`src/design/ebtc_pkg.sv`:
```
// constants and types shared by the external bus timing control block
package ebtc_pkg;
   // bus timing control register layout
   localparam logic [31:0] BCR_RESET = 32'hFFFFFFFF;
   localparam int PARITY_LSB = 28;
   localparam int S3_ACC_LSB = 24;
   localparam int S3_HOLD_MSB_BIT = 23;
   localparam int S2_ACC_LSB = 20;
   localparam int S1_ACC_LSB = 18;
   localparam int S0_ACC_LSB = 16;
   localparam int S1_HOLD_BIT = 15;
   localparam int S2_SETUP_BIT = 14;
   localparam int REFRESH_LSB = 12;
   localparam int PRECHARGE_LSB = 10;
   localparam int ROW_COL_LSB = 8;
   localparam int PAGE_LSB = 4;
   localparam int S3_HOLD_LSB = 2;
   localparam int S2_HOLD_LSB = 0;
   // i/o address timing fields
   localparam int IO_DS_BIT = 10;
   localparam int IO_HOLD_LSB = 8;
   localparam int IO_SETUP_LSB = 6;
   localparam int IO_ACC_LSB = 3;
   // address space decode
   localparam int SPACE_LSB = 30;
   // refresh counter reloads (period in clock cycles minus one), off code and refresh length
   localparam logic [9:0] REF_PERIOD_512 = 10'h1FF;
   localparam logic [9:0] REF_PERIOD_256 = 10'h0FF;
   localparam logic [9:0] REF_PERIOD_128 = 10'h07F;
   localparam logic [1:0] REF_OFF = 2'h3;
   localparam logic [4:0] REF_LEN = 5'h04;

   typedef enum logic [4:0] {
      ST_IDLE = 5'h01,
      ST_SETUP = 5'h02,
      ST_ACCESS = 5'h04,
      ST_HOLD = 5'h08,
      ST_REFRESH = 5'h10
   } ebtc_state_t;
endpackage

```
`src/design/ebtc_refresh_timer.sv`:
```
// refresh interval timer raising a sticky refresh request
`timescale 1ns/1ns
module ebtc_refresh_timer (
   // clock and reset
   input wire logic core_clk,
   input wire logic rst_n,
   // control
   input wire logic [1:0] rate_code,
   input wire logic ack,
   // request
   output logic due
);
   typedef struct packed {
      logic [9:0] cnt;
      logic due;
   } ebtc_tmr_t;

   ebtc_tmr_t s_r, s_nxt;

   function automatic logic [9:0] ebtc_period(input logic [1:0] code);
      unique case (code)
         2'h0: ebtc_period = ebtc_pkg::REF_PERIOD_512;
         2'h1: ebtc_period = ebtc_pkg::REF_PERIOD_256;
         default: ebtc_period = ebtc_pkg::REF_PERIOD_128;
      endcase
   endfunction

   always_comb begin
      s_nxt = s_r;
      if (rate_code == ebtc_pkg::REF_OFF) begin
         s_nxt.cnt = ebtc_period(2'h2);
         s_nxt.due = 1'b0;
      end else begin
         if (ack) begin
            s_nxt.due = 1'b0;
         end
         if (s_r.cnt == 10'h000) begin
            s_nxt.cnt = ebtc_period(rate_code);
            s_nxt.due = 1'b1;
         end else begin
            s_nxt.cnt = s_r.cnt - 10'h001;
         end
         if (s_r.cnt > ebtc_period(rate_code)) begin
            s_nxt.cnt = ebtc_period(rate_code);
         end
      end
   end

   always_ff @(posedge core_clk) begin
      if (!rst_n) begin
         s_r <= '{cnt: ebtc_pkg::REF_PERIOD_128, due: 1'b0};
      end else begin
         s_r <= s_nxt;
      end
   end

   assign due = s_r.due;

   refresh_off_a: assert property (@(posedge core_clk) disable iff (!rst_n)
      rate_code == ebtc_pkg::REF_OFF |=> !due)
      else $error("refresh requested while refresh is off");
   refresh_rise_a: assert property (@(posedge core_clk) disable iff (!rst_n)
      $rose(due) |-> $past(s_r.cnt) == 10'h000)
      else $error("refresh request before interval elapsed");
endmodule // ebtc_refresh_timer

```
`src/design/ebtc_top.sv`:
```
// external bus timing control: timing register, access sequencer, refresh
// What this block does
// - i/o timing taken from address bits 10..3
// - i/o strobe low after first access cycle, or in a lone cycle
// - setup cycles delay the i/o strobe
// - hold cycles follow access, delay next access
// - address bit 10 selects data strobe mode
// - data strobe write pulses read strobe only
// - timing register write-only, resets all ones
// - bits 31..28 disable parity per space
// - space three access is code plus one
// - space two access is code plus one
// - space one access is code plus one
// - space zero access sets column strobe cycles
// - bit 15 gives space one hold cycle
// - bit 14 gives space two setup cycle
// - refresh every 512/256/128 cycles or off
// - dram precharge is code plus one cycles
// - non-dram space zero hold equals code
// - row to column delay code plus one
// - bit 23 is space three hold msb
// - space three hold is three-bit code
// - bits 1..0 give space two hold
// - bits 6..4 select dram page size
`timescale 1ns/1ns
module ebtc_top (
   // clock and reset
   input wire logic core_clk,
   input wire logic rst_n,
   // global register twenty write port
   input wire logic global_reg_twenty_wr,
   input wire logic [31:0] global_reg_twenty_wdata,
   // memory space zero type, 1 = non-dram
   input wire logic space0_non_dram,
   // access request
   input wire logic req_valid,
   input wire logic req_io,
   input wire logic req_write,
   input wire logic [31:0] req_addr,
   output logic req_ready,
   output logic req_done,
   // bus strobes
   output logic io_read_strobe_n,
   output logic io_write_strobe_n,
   output logic write_enable_n,
   output logic output_enable_n,
   output logic mem_write_strobe_n,
   output logic column_strobe_n,
   output logic row_strobe_n,
   // configuration for the rest of the bus unit
   output logic [3:0] space_parity_off,
   output logic [2:0] dram_page_size,
   output logic refresh_active
);
   typedef struct packed {
      ebtc_pkg::ebtc_state_t fsm;
      logic [4:0] cnt;
      logic [4:0] setup_len;
      logic [4:0] acc_len;
      logic [2:0] hold_len;
      logic is_io;
      logic is_write;
      logic ds_mode;
      logic dram;
      logic [1:0] space;
      logic [1:0] cas_code;
      logic [1:0] pre_code;
      logic [31:0] bus_timing_control;
      logic ready;
      logic done;
      logic io_rd_n;
      logic io_wr_n;
      logic we_n;
      logic oe_n;
      logic mw_n;
      logic cas_n;
      logic ras_n;
      logic ref_act;
   } ebtc_regs_t;

   ebtc_regs_t s_r, s_nxt;
   logic ref_due;
   logic ref_ack;
   logic take;

   // column strobe cycle within a dram access
   function automatic logic ebtc_cas_on(input logic [1:0] code, input logic [4:0] k);
      unique case (code)
         2'h0: ebtc_cas_on = (k == 5'h01);
         2'h1: ebtc_cas_on = (k == 5'h02);
         2'h2: ebtc_cas_on = (k == 5'h02) || (k == 5'h03);
         default: ebtc_cas_on = (k == 5'h03) || (k == 5'h04);
      endcase
   endfunction

   // strobe low after the first access cycle, or in a lone cycle
   function automatic logic ebtc_strobe_on(input logic [4:0] len, input logic [4:0] k);
      ebtc_strobe_on = (len == 5'h01) || (k >= 5'h02);
   endfunction

   ebtc_refresh_timer u_refresh (
      .core_clk(core_clk),
      .rst_n(rst_n),
      .rate_code(s_r.bus_timing_control[ebtc_pkg::REFRESH_LSB +: 2]),
      .ack(ref_ack),
      .due(ref_due)
   );

   assign take = req_valid && s_r.ready && (s_r.fsm == ebtc_pkg::ST_IDLE);
   assign ref_ack = (s_r.fsm == ebtc_pkg::ST_IDLE) && !take && ref_due;

   always_comb begin
      logic [31:0] b;
      logic [1:0] sp;
      b = s_r.bus_timing_control;
      sp = req_addr[ebtc_pkg::SPACE_LSB +: 2];
      s_nxt = s_r;
      s_nxt.done = 1'b0;
      if (global_reg_twenty_wr) begin
         s_nxt.bus_timing_control = global_reg_twenty_wdata;
      end
      unique case (s_r.fsm)
         ebtc_pkg::ST_IDLE: begin
            if (take) begin
               s_nxt.is_io = req_io;
               s_nxt.is_write = req_write;
               s_nxt.space = sp;
               s_nxt.ds_mode = 1'b0;
               s_nxt.dram = 1'b0;
               s_nxt.cas_code = b[ebtc_pkg::S0_ACC_LSB +: 2];
               s_nxt.pre_code = b[ebtc_pkg::PRECHARGE_LSB +: 2];
               s_nxt.setup_len = 5'h00;
               s_nxt.hold_len = 3'h0;
               if (req_io) begin
                  s_nxt.ds_mode = req_addr[ebtc_pkg::IO_DS_BIT];
                  s_nxt.acc_len = {2'h0, req_addr[ebtc_pkg::IO_ACC_LSB +: 3]} + 5'h01;
                  s_nxt.setup_len = {3'h0, req_addr[ebtc_pkg::IO_SETUP_LSB +: 2]};
                  s_nxt.hold_len = {1'b0, req_addr[ebtc_pkg::IO_HOLD_LSB +: 2]};
               end else begin
                  unique case (sp)
                     2'h3: begin
                        s_nxt.acc_len = {1'b0, b[ebtc_pkg::S3_ACC_LSB +: 4]} + 5'h01;
                        s_nxt.hold_len = {b[ebtc_pkg::S3_HOLD_MSB_BIT],
                           b[ebtc_pkg::S3_HOLD_LSB +: 2]};
                     end
                     2'h2: begin
                        s_nxt.acc_len = {2'h0, b[ebtc_pkg::S2_ACC_LSB +: 3]} + 5'h01;
                        s_nxt.setup_len = {4'h0, b[ebtc_pkg::S2_SETUP_BIT]};
                        s_nxt.hold_len = {1'b0, b[ebtc_pkg::S2_HOLD_LSB +: 2]};
                     end
                     2'h1: begin
                        s_nxt.acc_len = {3'h0, b[ebtc_pkg::S1_ACC_LSB +: 2]} + 5'h01;
                        s_nxt.hold_len = {2'h0, b[ebtc_pkg::S1_HOLD_BIT]};
                     end
                     default: begin
                        s_nxt.acc_len = {3'h0, b[ebtc_pkg::S0_ACC_LSB +: 2]} + 5'h01;
                        s_nxt.dram = !space0_non_dram;
                        if (space0_non_dram) begin
                           s_nxt.hold_len = {1'b0, b[ebtc_pkg::PRECHARGE_LSB +: 2]};
                        end else begin
                           // row phase: precharge then row to column delay
                           s_nxt.setup_len = {3'h0, b[ebtc_pkg::PRECHARGE_LSB +: 2]}
                              + {3'h0, b[ebtc_pkg::ROW_COL_LSB +: 2]} + 5'h02;
                        end
                     end
                  endcase
               end
               s_nxt.cnt = 5'h01;
               if (s_nxt.setup_len != 5'h00) begin
                  s_nxt.fsm = ebtc_pkg::ST_SETUP;
               end else begin
                  s_nxt.fsm = ebtc_pkg::ST_ACCESS;
               end
            end else if (ref_due) begin
               s_nxt.fsm = ebtc_pkg::ST_REFRESH;
               s_nxt.cnt = 5'h01;
            end
         end
         ebtc_pkg::ST_SETUP: begin
            if (s_r.cnt == s_r.setup_len) begin
               s_nxt.fsm = ebtc_pkg::ST_ACCESS;
               s_nxt.cnt = 5'h01;
            end else begin
               s_nxt.cnt = s_r.cnt + 5'h01;
            end
         end
         ebtc_pkg::ST_ACCESS: begin
            if (s_r.cnt == s_r.acc_len) begin
               s_nxt.cnt = 5'h01;
               if (s_r.hold_len != 3'h0) begin
                  s_nxt.fsm = ebtc_pkg::ST_HOLD;
               end else begin
                  s_nxt.fsm = ebtc_pkg::ST_IDLE;
                  s_nxt.done = 1'b1;
               end
            end else begin
               s_nxt.cnt = s_r.cnt + 5'h01;
            end
         end
         ebtc_pkg::ST_HOLD: begin
            if (s_r.cnt == {2'h0, s_r.hold_len}) begin
               s_nxt.fsm = ebtc_pkg::ST_IDLE;
               s_nxt.done = 1'b1;
            end else begin
               s_nxt.cnt = s_r.cnt + 5'h01;
            end
         end
         ebtc_pkg::ST_REFRESH: begin
            if (s_r.cnt == ebtc_pkg::REF_LEN) begin
               s_nxt.fsm = ebtc_pkg::ST_IDLE;
            end else begin
               s_nxt.cnt = s_r.cnt + 5'h01;
            end
         end
      endcase
      // pin levels follow the next state so the pins are plain flops
      s_nxt.ready = (s_nxt.fsm == ebtc_pkg::ST_IDLE);
      s_nxt.ref_act = (s_nxt.fsm == ebtc_pkg::ST_REFRESH);
      s_nxt.io_rd_n = 1'b1;
      s_nxt.io_wr_n = 1'b1;
      s_nxt.oe_n = 1'b1;
      s_nxt.mw_n = 1'b1;
      s_nxt.cas_n = 1'b1;
      s_nxt.ras_n = 1'b1;
      s_nxt.we_n = !(s_nxt.is_write && (s_nxt.fsm == ebtc_pkg::ST_SETUP
         || s_nxt.fsm == ebtc_pkg::ST_ACCESS || s_nxt.fsm == ebtc_pkg::ST_HOLD));
      if (s_nxt.fsm == ebtc_pkg::ST_ACCESS) begin
         if (s_nxt.is_io) begin
            if (ebtc_strobe_on(s_nxt.acc_len, s_nxt.cnt)) begin
               if (!s_nxt.is_write || s_nxt.ds_mode) begin
                  s_nxt.io_rd_n = 1'b0;
               end else begin
                  s_nxt.io_wr_n = 1'b0;
               end
            end
         end else if (s_nxt.dram) begin
            s_nxt.ras_n = 1'b0;
            s_nxt.cas_n = !ebtc_cas_on(s_nxt.cas_code, s_nxt.cnt);
         end else if (ebtc_strobe_on(s_nxt.acc_len, s_nxt.cnt)) begin
            s_nxt.oe_n = s_nxt.is_write;
            s_nxt.mw_n = !s_nxt.is_write;
         end
      end
      if (s_nxt.fsm == ebtc_pkg::ST_SETUP && s_nxt.dram
         && s_nxt.cnt > {3'h0, s_nxt.pre_code} + 5'h01) begin
         s_nxt.ras_n = 1'b0;
      end
      if (s_nxt.fsm == ebtc_pkg::ST_REFRESH) begin
         // column strobe leads, row strobe follows from the second cycle
         s_nxt.cas_n = 1'b0;
         s_nxt.ras_n = (s_nxt.cnt == 5'h01);
      end
   end

   always_ff @(posedge core_clk) begin
      if (!rst_n) begin
         s_r <= '{fsm: ebtc_pkg::ST_IDLE, cnt: 5'h00, setup_len: 5'h00, acc_len: 5'h01,
            hold_len: 3'h0, is_io: 1'b0, is_write: 1'b0, ds_mode: 1'b0, dram: 1'b0,
            space: 2'h0, cas_code: 2'h0, pre_code: 2'h0, bus_timing_control: ebtc_pkg::BCR_RESET, ready: 1'b1,
            done: 1'b0, io_rd_n: 1'b1, io_wr_n: 1'b1, we_n: 1'b1, oe_n: 1'b1,
            mw_n: 1'b1, cas_n: 1'b1, ras_n: 1'b1, ref_act: 1'b0};
      end else begin
         s_r <= s_nxt;
      end
   end

   assign req_ready = s_r.ready;
   assign req_done = s_r.done;
   assign io_read_strobe_n = s_r.io_rd_n;
   assign io_write_strobe_n = s_r.io_wr_n;
   assign write_enable_n = s_r.we_n;
   assign output_enable_n = s_r.oe_n;
   assign mem_write_strobe_n = s_r.mw_n;
   assign column_strobe_n = s_r.cas_n;
   assign row_strobe_n = s_r.ras_n;
   assign space_parity_off = s_r.bus_timing_control[ebtc_pkg::PARITY_LSB +: 4];
   assign dram_page_size = s_r.bus_timing_control[ebtc_pkg::PAGE_LSB +: 3];
   assign refresh_active = s_r.ref_act;

   // helper: access cycles counted independently of the sequencer
   logic [4:0] acc_seen_r;
   always_ff @(posedge core_clk) begin
      if (!rst_n || s_r.fsm != ebtc_pkg::ST_ACCESS) begin
         acc_seen_r <= 5'h00;
      end else begin
         acc_seen_r <= acc_seen_r + 5'h01;
      end
   end

   reg_reset_a: assert property (@(posedge core_clk)
      !rst_n |=> space_parity_off == 4'hF && dram_page_size == 3'h7)
      else $error("timing register not all ones after reset");
   parity_map_a: assert property (@(posedge core_clk) disable iff (!rst_n)
      global_reg_twenty_wr |=> space_parity_off == $past(global_reg_twenty_wdata[31:28]))
      else $error("parity disable bits not taken from 31..28");
   ds_write_a: assert property (@(posedge core_clk) disable iff (!rst_n)
      s_r.is_io && s_r.ds_mode && s_r.is_write |-> io_write_strobe_n)
      else $error("write strobe active in data strobe mode");
   io_first_a: assert property (@(posedge core_clk) disable iff (!rst_n)
      $rose(s_r.fsm == ebtc_pkg::ST_ACCESS) && s_r.is_io && s_r.acc_len > 5'h01
      |-> io_read_strobe_n && io_write_strobe_n ##1 !(io_read_strobe_n && io_write_strobe_n))
      else $error("i/o strobe not low from second access cycle");
   setup_quiet_a: assert property (@(posedge core_clk) disable iff (!rst_n)
      s_r.fsm == ebtc_pkg::ST_SETUP |-> io_read_strobe_n && io_write_strobe_n
      && output_enable_n && mem_write_strobe_n)
      else $error("strobe active during setup");
   hold_quiet_a: assert property (@(posedge core_clk) disable iff (!rst_n)
      s_r.fsm == ebtc_pkg::ST_HOLD |-> !req_ready && io_read_strobe_n && io_write_strobe_n)
      else $error("hold cycle not quiet or not blocking");
   access_len_a: assert property (@(posedge core_clk) disable iff (!rst_n)
      s_r.fsm == ebtc_pkg::ST_ACCESS && s_nxt.fsm != ebtc_pkg::ST_ACCESS && !s_r.is_io
      && !s_r.dram |-> acc_seen_r + 5'h01 == ({1'b0,
      (s_r.space == 2'h3) ? s_r.bus_timing_control[27:24] : (s_r.space == 2'h2) ? {1'b0, s_r.bus_timing_control[22:20]} :
      (s_r.space == 2'h1) ? {2'h0, s_r.bus_timing_control[19:18]} : {2'h0, s_r.bus_timing_control[17:16]}} + 5'h01))
      else $error("memory access length differs from code plus one");
   s3_hold_a: assert property (@(posedge core_clk) disable iff (!rst_n)
      take && !req_io && req_addr[31:30] == 2'h3
      |=> s_r.hold_len == $past({s_r.bus_timing_control[23], s_r.bus_timing_control[3:2]}))
      else $error("space three hold code wrong");
   cas_one_a: assert property (@(posedge core_clk) disable iff (!rst_n)
      $rose(s_r.fsm == ebtc_pkg::ST_ACCESS) && s_r.dram && s_r.cas_code == 2'h3
      |-> column_strobe_n ##1 column_strobe_n ##1 !column_strobe_n ##1 !column_strobe_n)
      else $error("column strobe not in cycles three and four");
   refresh_wait_a: assert property (@(posedge core_clk) disable iff (!rst_n)
      $rose(refresh_active) |-> $past(s_r.fsm) == ebtc_pkg::ST_IDLE)
      else $error("refresh cut into an access");

   io_rd_c: cover property (@(posedge core_clk) disable iff (!rst_n)
      take && req_io && !req_write ##[1:20] req_done);
   io_ds_c: cover property (@(posedge core_clk) disable iff (!rst_n)
      s_r.is_io && s_r.ds_mode && s_r.is_write && !io_read_strobe_n);
   hold_c: cover property (@(posedge core_clk) disable iff (!rst_n)
      s_r.fsm == ebtc_pkg::ST_HOLD);
   refresh_c: cover property (@(posedge core_clk) disable iff (!rst_n) $rose(refresh_active));
endmodule // ebtc_top

```
`config.mk`:
```
export PLATFORM = sky130hd
export DESIGN_NAME = ebtc_top
export DESIGN_NICKNAME = d
export VERILOG_FILES = /design/src/design/ebtc_pkg.sv /design/src/design/ebtc_refresh_timer.sv /design/src/design/ebtc_top.sv
export SDC_FILE = /design/constraint.sdc
export NUM_CORES = 1
export LEC_CHECK = 0
export ABC_AREA = 1
export BUFFER_PORTS_ARGS = -buffer_cell sky130_fd_sc_hd__buf_2
export CAP_MARGIN = 25
export CORE_AREA = 10 10 141 91
export DETAILED_ROUTE_END_ITERATION = 12
export DIE_AREA = 0 0 151 101
export PLACE_DENSITY_LB_ADDON = 0.3
export SYNTH_ARGS = -nofsm -noshare
export SYNTH_HDL_FRONTEND = slang
export SYNTH_SLANG_ARGS = --single-unit
export TNS_END_PERCENT = 50
```
`constraint.sdc`:
```
create_clock -name core_clk -period 6.8 [get_ports core_clk]
set_input_delay 1.02 -clock core_clk [delete_from_list [all_inputs] [get_ports core_clk]]
set_output_delay 1.02 -clock core_clk [all_outputs]
set_load 0.005 [all_outputs]
```
Word-level counts from Yosys, hierarchy flattened
Cells that the tools add are included.
{"block": "word_totals", "output_inout_bits": 17, "wordCells": 143, "in_bits": 71, "regBits": 86}
{"block": "classes", "n_eq_ne": 26, "reduce_logical": 30, "order_cmp": 3, "bitwise": 3, "muxes": 46, "add_sub_neg": 10}
{"operator": "10-bit 2-to-1 mux", "count": 5}
{"operator": "10-bit case mux with 5 select lines", "count": 1}
{"operator": "5-bit 2-to-1 mux", "count": 8}
{"operator": "13-bit 2-to-1 mux", "count": 3}
{"operator": "18-bit 2-to-1 mux", "count": 2}
{"operator": "8-bit case mux with 3 select lines", "count": 1}
{"operator": "5-bit by 1-bit equality test with 1-bit output (second input constant)", "count": 4}
{"operator": "5-bit by 2-bit equality test with 1-bit output (second input constant)", "count": 4}
{"operator": "5-bit by 3-bit equality test with 1-bit output (second input constant)", "count": 4}
{"operator": "9-bit case mux with 2 select lines", "count": 1}
{"operator": "1-bit 2-to-1 mux", "count": 14}
{"operator": "5-bit by 4-bit equality test with 1-bit output (second input constant)", "count": 2}
{"operator": "5-bit equality test", "count": 2}
{"operator": "5-bit equality test (second input constant)", "count": 2}
{"operator": "10-bit > comparator", "count": 1}
{"operator": "10-bit logical NOT", "count": 1}
{"operator": "2-bit 2-to-1 mux", "count": 5}
{"operator": "5-bit case mux with 2 select lines", "count": 1}
{"operator": "10-bit by 1-bit subtractor with 10-bit output (second input constant)", "count": 1}
{"operator": "2-bit by 1-bit adder with 3-bit output (second input constant)", "count": 3}
{"operator": "3-bit by 1-bit adder with 4-bit output (second input constant)", "count": 2}
{"operator": "2-bit equality test (second input constant)", "count": 4}
{"operator": "4-bit 2-to-1 mux", "count": 2}
{"operator": "1-bit logical AND", "count": 7}
{"operator": "other kinds (23)", "count": 38}

Depth between registers and ports, before layout
Gate-level depths: netlist (run 1).
{"block": "logic_depth", "word_depth": 23, "depth_mapped": 18, "mapped_depth_nobuf": 17}

Modules after synthesis
From an unflattened synthesis (run 1), not the netlist that was laid out.
{"block": "hier_totals", "hier_cells": 694, "hier_area_um2": 4813.4}
{"mod": "ebtc_top", "instances": 1, "cells_each": 602, "area_per_inst_um2": 4120.2, "seq_area_each_um2": 1421.4}
{"mod": "ebtc_refresh_timer", "instances": 1, "cells_each": 92, "area_per_inst_um2": 693.2, "seq_area_each_um2": 220.2}

Worst setup path after synthesis (run 1)
Ideal clock, no wire load.
{"block": "synth_path", "path_type": "input to register", "start": "input port req_valid", "end": "register s_r, in the netlist row_strobe_n", "t_arrival_ns": 3.091, "t_required_ns": 6.683, "path_stages": 16, "path_slack_ns": 3.592, "path_cell_list": "nand4_2 inv_2 buf_2 buf_4 or2_2 o21ai_0 inv_1 ha_1 inv_1 ha_1 a31oi_1 a32o_1 nand2_1 nand2_1 nor3_1 o21ai_1"}
{"item": "start, declared", "line_no": "ebtc_top.sv:36", "source": "input wire logic req_valid,"}
{"item": "end signal, assigned", "line_no": "ebtc_top.sv:257", "source": "s_r <= '{fsm: ebtc_pkg::ST_IDLE, cnt: 5'h00, setup_len: 5'h00, acc_len: 5'h01,"}
{"item": "end signal, assigned", "line_no": "ebtc_top.sv:263", "source": "s_r <= s_nxt;"}
{"item": "end, declared", "line_no": "ebtc_top.sv:81", "source": "ebtc_regs_t s_r, s_nxt;"}

==> results of run 1 <==
## routing by layer
metal,GRT usage (%),share of wire (%)
met3,5.02,6.6
met5,0,0
met1,23.7,51
met2,24.3,42
met4,3.39,0.76
## critical path, delay by kind of cell
family / cells / cell delay [ps]
compound gates: 4 / 500
fa+ha+maj: 2 / 450
buf+inv: 4 / 860
simple gates: 5 / 970
## cell families after synthesis
family,count (synthesis),synth area share (%)
DFF,82,36.3
adders and majority gates,18,4.98
buffers and inverters,107,9.79
xor gates and xnor gates,6,1.16
and+or+nand+nor,364,36.6
AOI/OAI and AO/OA,89,11.2
## cell usage after synthesis (all sizes together)
cell | n | area share, %
a211oi | 1 | 0.17
a21oi | 27 | 3.2
a221oi | 3 | 0.58
a22oi | 2 | 0.33
a31oi | 4 | 0.55
a32o | 1 | 0.22
and2 | 1 | 0.14
buf | 16 | 2.2
clkbuf | 13 | 1.1
clkinv | 1 | 0.083
dfxtp | 82 | 36
ha | 18 | 5.0
inv | 77 | 6.4
nand2 | 180 | 15
nand3 | 75 | 8.7
nand3b | 3 | 0.50
nand4 | 14 | 2.1
nor2 | 78 | 7.7
nor3 | 8 | 1.3
o2111ai | 1 | 0.19
o211ai | 2 | 0.33
o21a | 1 | 0.17
o21ai | 44 | 5.0
o21bai | 1 | 0.17
o22ai | 2 | 0.28
or2 | 5 | 0.69
xnor2 | 5 | 0.97
xor2 | 1 | 0.19
## state kept, by name (all words and copies together), names as in the netlist
signal	cells
u_refresh.s_r	10
dram_page_size	3
req_done	1
row_strobe_n	1
io_read_strobe_n	1
mem_write_strobe_n	1
u_refresh.due	1
space_parity_off	4
s_r	54
write_enable_n	1
io_write_strobe_n	1
output_enable_n	1
refresh_active	1
req_ready	1
column_strobe_n	1
## cell type report
type | count | area, um^2
fill | 1045 | 5130
multi-input combinational | 477 | 2440
sequential | 82 | 1640
timing repair buffer | 64 | 320
inverter | 78 | 293
clock buffer | 9 | 225
tap | 139 | 174
clock inverter | 5 | 81.3
## cell usage in the layout, fill, tap and decap left out, types with 17 or more instances in the layout
cell	n
nand2_1	170
buf_2	64
inv_1	60
a21oi_1	24
nand3_1	71
inv_2	17
nor2_1	68
ha_1	18
o21ai_0	33
dfxtp_1	82
## report_power, final
part           internal (mW)  switching (mW)
clock network          0.317           0.194
registers              0.548          0.0556
logic                  0.210           0.422
total                   1.08           0.672
## path summary, 6_finish.rpt
| kind | depth (start not counted) | slack (ps) | end |
|---|---|---|---|
| setup / recovery | 15 | 3220 | row_strobe_n |
| hold / removal | 1 | 430 | u_refresh.s_r[1] |
| setup reg to reg | 16 | 3390 | row_strobe_n |
| hold reg to reg | 1 | 430 | u_refresh.s_r[1] |
==> run summary, run 1 <==
The run finished with clean final reports. In this run the worst setup path begins at req_valid. The total overflow reported by the global router came out at 0. The via count of the first global-routing pass came out at ~4000. The leakage power is 2.53 nW. The root buffer cell chosen for the clock tree is clkbuf_16. The startpoint identified for the worst hold timing path is u_refresh.s_r[1].

The worst-case IR drop observed on VDD is slightly below 0.2 mV. The final worst-path setup slack came out at 3220 ps. Entering global routing, the biggest net connects 39 pins. The overall die area is 15300 um^2. Setup violations remaining at the end of the flow were counted as 0. The total negative setup slack came out at 0 ps. The area growth from synthesis to layout came out at 14.4%.

The clock sink count is between 80 and 90. The transition at the pin with the smallest max-transition slack came out at around 650 ps. Setup repair after global routing left no endpoint under its margin. The max-capacitance violation count is 0. The area of the placeable core came out at between 10000 and 15000 um^2. In this run, synthesis produced a sequential element count of 82.

Data on the critical path arrives at its endpoint at 3810 ps. The delay of the slowest cell on the worst path is ~600 ps. The initial antenna violation count came to 0. The total standard cell area after synthesis is between 4000 and 5000 um^2. Wires add up to approximately 13000 um.

0 antenna diodes ended up in the layout. The die is slightly above 100 um tall. The clock-pin slew on the worst setup and hold paths is about 60 ps. Total power for the finished layout comes to 1.75 mW. The worst clock skew on the final layout came out at between 8 and 9 ps. The die outline width is 151 um.

After clock tree synthesis, the repair step resized 0 gates. STA puts the critical path data required time at approximately 7000 ps. The detailed-route wire length per cell came out at 14.7 um. The number of buffers inserted by port buffering came out at 64.

After routing the design area is between 5000 and 6000 um^2. The signal on the critical path passes through buf_2 -> nand4_2 -> inv_2 -> or2_2 -> o21ai_0 -> inv_1 -> ha_1 -> inv_1 -> ha_1 -> a31oi_1 -> a32o_1 -> nand2_1 -> nand2_1 -> nor3_1 -> o21ai_1. Summing all placed instances gives a cell area of approximately 4900 um^2.

The post-route antenna net violation count came out at 0. The power per cell area came out at approximately 340 nW/um^2. Once placement completed, the tool counted placed cells totaling between 800 and 900. Clock tree synthesis inserted a total of 9 buffers. The clock network latency to the later pin of the worst-skew pair is between 300 and 400 ps. The critical path in this run is classified as input pin to flip-flop. The worst slack at placement is just under 3000 ps.

The Yosys step of the flow raised 0 warnings. The average instance in the mapped netlist occupies about 6.8 um^2. The relative max-transition margin is between 50 and 60%. The type of the tightest min-delay check is flip-flop to flip-flop. The H-tree depth came out at 3. The clock passes through at most 2 buffers. The weighted congestion at the end of routability-driven global placement is a little under 1. The layout net count is ~800. The count of mapped cells out of synthesis is ~670. In this run the critical register-to-register path is launched from s_r[70]. The portion of the clock cycle consumed by the worst path in the final layout came out at a little over half. The boundary pin count came out at 88.

The critical-path maximum fanout came out at 31. Global routing used 16.7% of the available tracks. The first global-routing pass estimated between 20000 and 25000 um of wire. The sequential fraction of the synthesis area came out at between 30% and 40%. The endpoint class of the critical path is a flip-flop. After the flow finishes, the layout carries non-filler instances totaling between 800 and 900. The largest individual stage delay along the critical path comes from the cell inv_2.

TritonCTS built the clock tree. The initial standard-cell utilization of the core came out at 43.9%. The vias per cell is roughly 5.2.

The number of max-slew violations in the final report came out at 0. Static timing analysis puts the maximum clock frequency at 0.279 GHz. After the first detailed-routing iteration, the DRC count stood at between 300 and 400.

In this run, distinct cell masters in the synthesized netlist total ~40. The final worst hold slack came out at ~430 ps. The final route contains between 4000 and 5000 vias. Cells fill 50.2% of the core in the end. The number of nets produced by synthesis came out at 755. The worst setup path is launched from an input pin.

The floorplan row count came out at 29. The wire-length estimate of the detail-placed layout is approximately 9700 um. The post-CTS setup-driven buffer insertion count came out at 0. The number of hold-repair buffers added at the cts stage came out at 0. The fraction of layout instances using a drive strength above 1 came out at a little under a fifth. The smallest clock period supported by the final layout is computed as between 3000 and 4000 ps. The number of failing hold endpoints at the final stage came out at 0. The length of the first detailed-routing pass in iterations is 5. The remaining design rule violation count is 0.
Power figures use the tool's default switching activity.
==> run 2, diff against run 1 <==
==> constraint.sdc (replaced) <==
create_clock -name core_clk -period 3.35 [get_ports core_clk]
set_input_delay 0.5025 -clock core_clk [delete_from_list [all_inputs] [get_ports core_clk]]
set_output_delay 0.5025 -clock core_clk [all_outputs]
set_load 0.005 [all_outputs]
==> run 2 against run 1 <==
Against the previous run:
- clock skew down 3.9 ps
- global-route usage up 0.11 points
- non-clock buffer count up 4
- largest power group unchanged
- sequential share of layout area down 0.32 points
- hold slack worse by 66 ps
- critical path depth unchanged
- final area up 1.0%
- cell count up 0.70%
==> run summary, run 2 (synthesis gave the netlist of run 1 again) <==
The run finished with clean final reports. The number of failing hold endpoints at the final stage came out at 0. The number of cells on the worst reg-to-reg path is 15. The initial antenna violation count is 0. The startpoint identified for the worst hold timing path is global_reg_twenty_wdata[31]. The utilization after layout came out at 50.7%. The vias per cell is between 5 and 6.

The root buffer cell is clkbuf_16. For flop-to-flop paths, the worst setup slack is 430 ps. The deepest clock path buffer count is 2. The start-to-end type of the worst setup path is flip-flop to flip-flop. The library cell used most frequently in the layout, excluding fill and tap cells, is nand2_1.

The area growth from synthesis to layout is 15.5%. The clock sink count came out at 82. The via count of the first global-routing pass came to ~4200. The wire length of the first global-routing pass came out at slightly above 20000 um. The total of cells resized after clock tree synthesis is 0. Buffers inserted during clock tree synthesis total 9. The start of the worst register-to-register path is s_r[21]. STA classifies the critical path startpoint as a flip-flop. The final worst-path setup slack is between 400 and 500 ps. The most flop-heavy register is s_r. The number of hold-repair buffers added at the cts stage came out at 0. In this run the static leakage power is 2.57 nW.

The post-route antenna net violation count came out at 0. The repair_antennas step left the layout with diodes totalling 0. The layout net count came out at slightly above 800. For the pin with the worst max-slew slack, the measured transition is 671 ps. Summed over all failing endpoints, the final setup total negative slack is 0 ps. The remaining design rule violation count came out at 0. The initial standard-cell utilization of the core is between 40% and 50%. The total routing usage reported by global routing came out at between 10% and 20%.

The count of buffers added on input and output ports is 64. The weighted congestion at the end of routability-driven global placement came out at 0.978. The setup violation total in the final timing report came out at 0. The met1 demand-to-capacity share in global routing came out at roughly 22%. The first TritonRoute pass finished after 5 iterations. Across the run, the number of max-cap violations was 0.

The overall die height is roughly 100 um. The worst slack at placement is roughly 500 ps. At the worst endpoint, the required time is ~3600 ps. The overall die area came out at 15300 um^2. The H-tree depth came out at 3.

The overall power after layout is around 3.6 mW. The worst clock skew on the final layout is 4.56 ps. The busiest layer in global routing is met2. In this run the worst path has a maximum fanout of 3. After clock tree synthesis, the clock-pin slew on the worst setup and hold paths is 60 ps.

The fraction of layout instances using a drive strength above 1 is about a fifth. The relative max-transition margin came out at a little under three fifths. The initial DRC count came out at slightly below 400. The arrival time at the worst endpoint is approximately 3200 ps. The count of vias placed by the detailed router is approximately 4400. The detailed-route wire length per cell came out at approximately 15 um. The register with the most flip-flops in the layout has between 50 and 60 of them. The floorplan row count is 29. The floorplan step set the die width to approximately 150 um. Pin placement for this block handled between 80 and 90 I/O pins. The CTS tree is built. The worst hold path passes through 3 cells. At the later pin of the worst-skew pair, clock insertion delay measures 350 ps.

The highest achievable clock rate came out at between 0.3 and 0.4 GHz. The total overflow reported by the global router came out at 0. The post-CTS setup-driven buffer insertion count came out at 0. The end point of the worst hold path is space_parity_off[3]. The endpoint class of the critical path is a flip-flop. In the global route stage, met2 resource usage came out at around 25%.

The HPWL after detailed placement is roughly 10000 um. The shortest clock period the worst path allows after layout is 2920 ps. The worst register-to-register path ends at column_strobe_n. Entering global routing, the biggest net connects 39 pins. The power per cell area came out at around 690 nW/um^2. Setup repair after global routing left no endpoint under its margin. For met3 alone, demand over resource in global routing was approximately 6.3%. The area of the placeable core came out at around 10000 um^2. The type of the tightest min-delay check is input pin to flip-flop.

The total detailed-routing wirelength came out at 12600 um. The number of max-slew violations in the final report is 0. Across all hold checks on the routed design, the worst slack comes to 359 ps.

The peak supply drop is between 0.3 and 0.4 mV. Leaving out fill and tap cells, the most frequent cells in the layout are nand2_1, dfxtp_1, nand3_1, nor2_1, buf_2. Dividing the final minimum period by the clock period gives 87.1%.
[run 2: cell count changes in the layout (fill, tap and decap cells not counted), sizes merged]
cell / change
buf: +4
clkbuf: +1
clkinv: +1
[run 2: per-stage QoR]
step / instances / area (um^2)
2_1_floorplan: 666 / 4520
3_3_place_gp: 844 / 4900
3_5_place_dp: 844 / 4900
4_1_cts: 860 / 5230
5_1_grt: 860 / 5230
6_report: 860 / 5230
[run 2: worst max-delay path, cell delays in order, from the launching register on]
cell,delay (ps)
dfxtp_1,360
inv_1,80
ha_1,270
inv_1,40
ha_1,180
ha_1,270
nand2_1,80
nand2_1,50
nor2_1,140
nand2_1,80
nand2_1,70
nand3b_1,120
a21oi_1,440
nand3b_1,310
nor2_1,230
nor2_1,80
[run 2: how the worst max path moves through the flow]
stage | slack (ps) | start | cells past startpoint | to
after floorplan | 660 | req_valid | 16 | row_strobe_n
after global placement | 550 | req_valid | 15 | row_strobe_n
after detailed placement | 500 | req_valid | 15 | row_strobe_n
after CTS | 490 | s_r[70] | 14 | row_strobe_n
after global routing | 140 | s_r[70] | 14 | row_strobe_n
final | 430 | s_r[21] | 15 | column_strobe_n
[run 2: area by class of cell]
type                       instances  area (um^2)
timing repair buffer              68          350
tap                              139          174
fill                            1055         5080
clock buffer                      10          239
multi-input combinational        477         2440
clock inverter                     6         90.1
sequential                        82         1640
inverter                          78          293
[run 2: report_power, final]
group | internal (mW) | switching, mW
Sequential | 1.11 | 0.0932
Clock | 0.674 | 0.402
Combinational | 0.457 | 0.892
Total | 2.24 | 1.39
[run 2: layer usage]
layer / vias to the layer above / share of wire (%)
met5: - / 0
met4: 0 / 1.2
met3: 13 / 7.5
met2: 132 / 42
met1: 2037 / 50
li1: 2250 / -
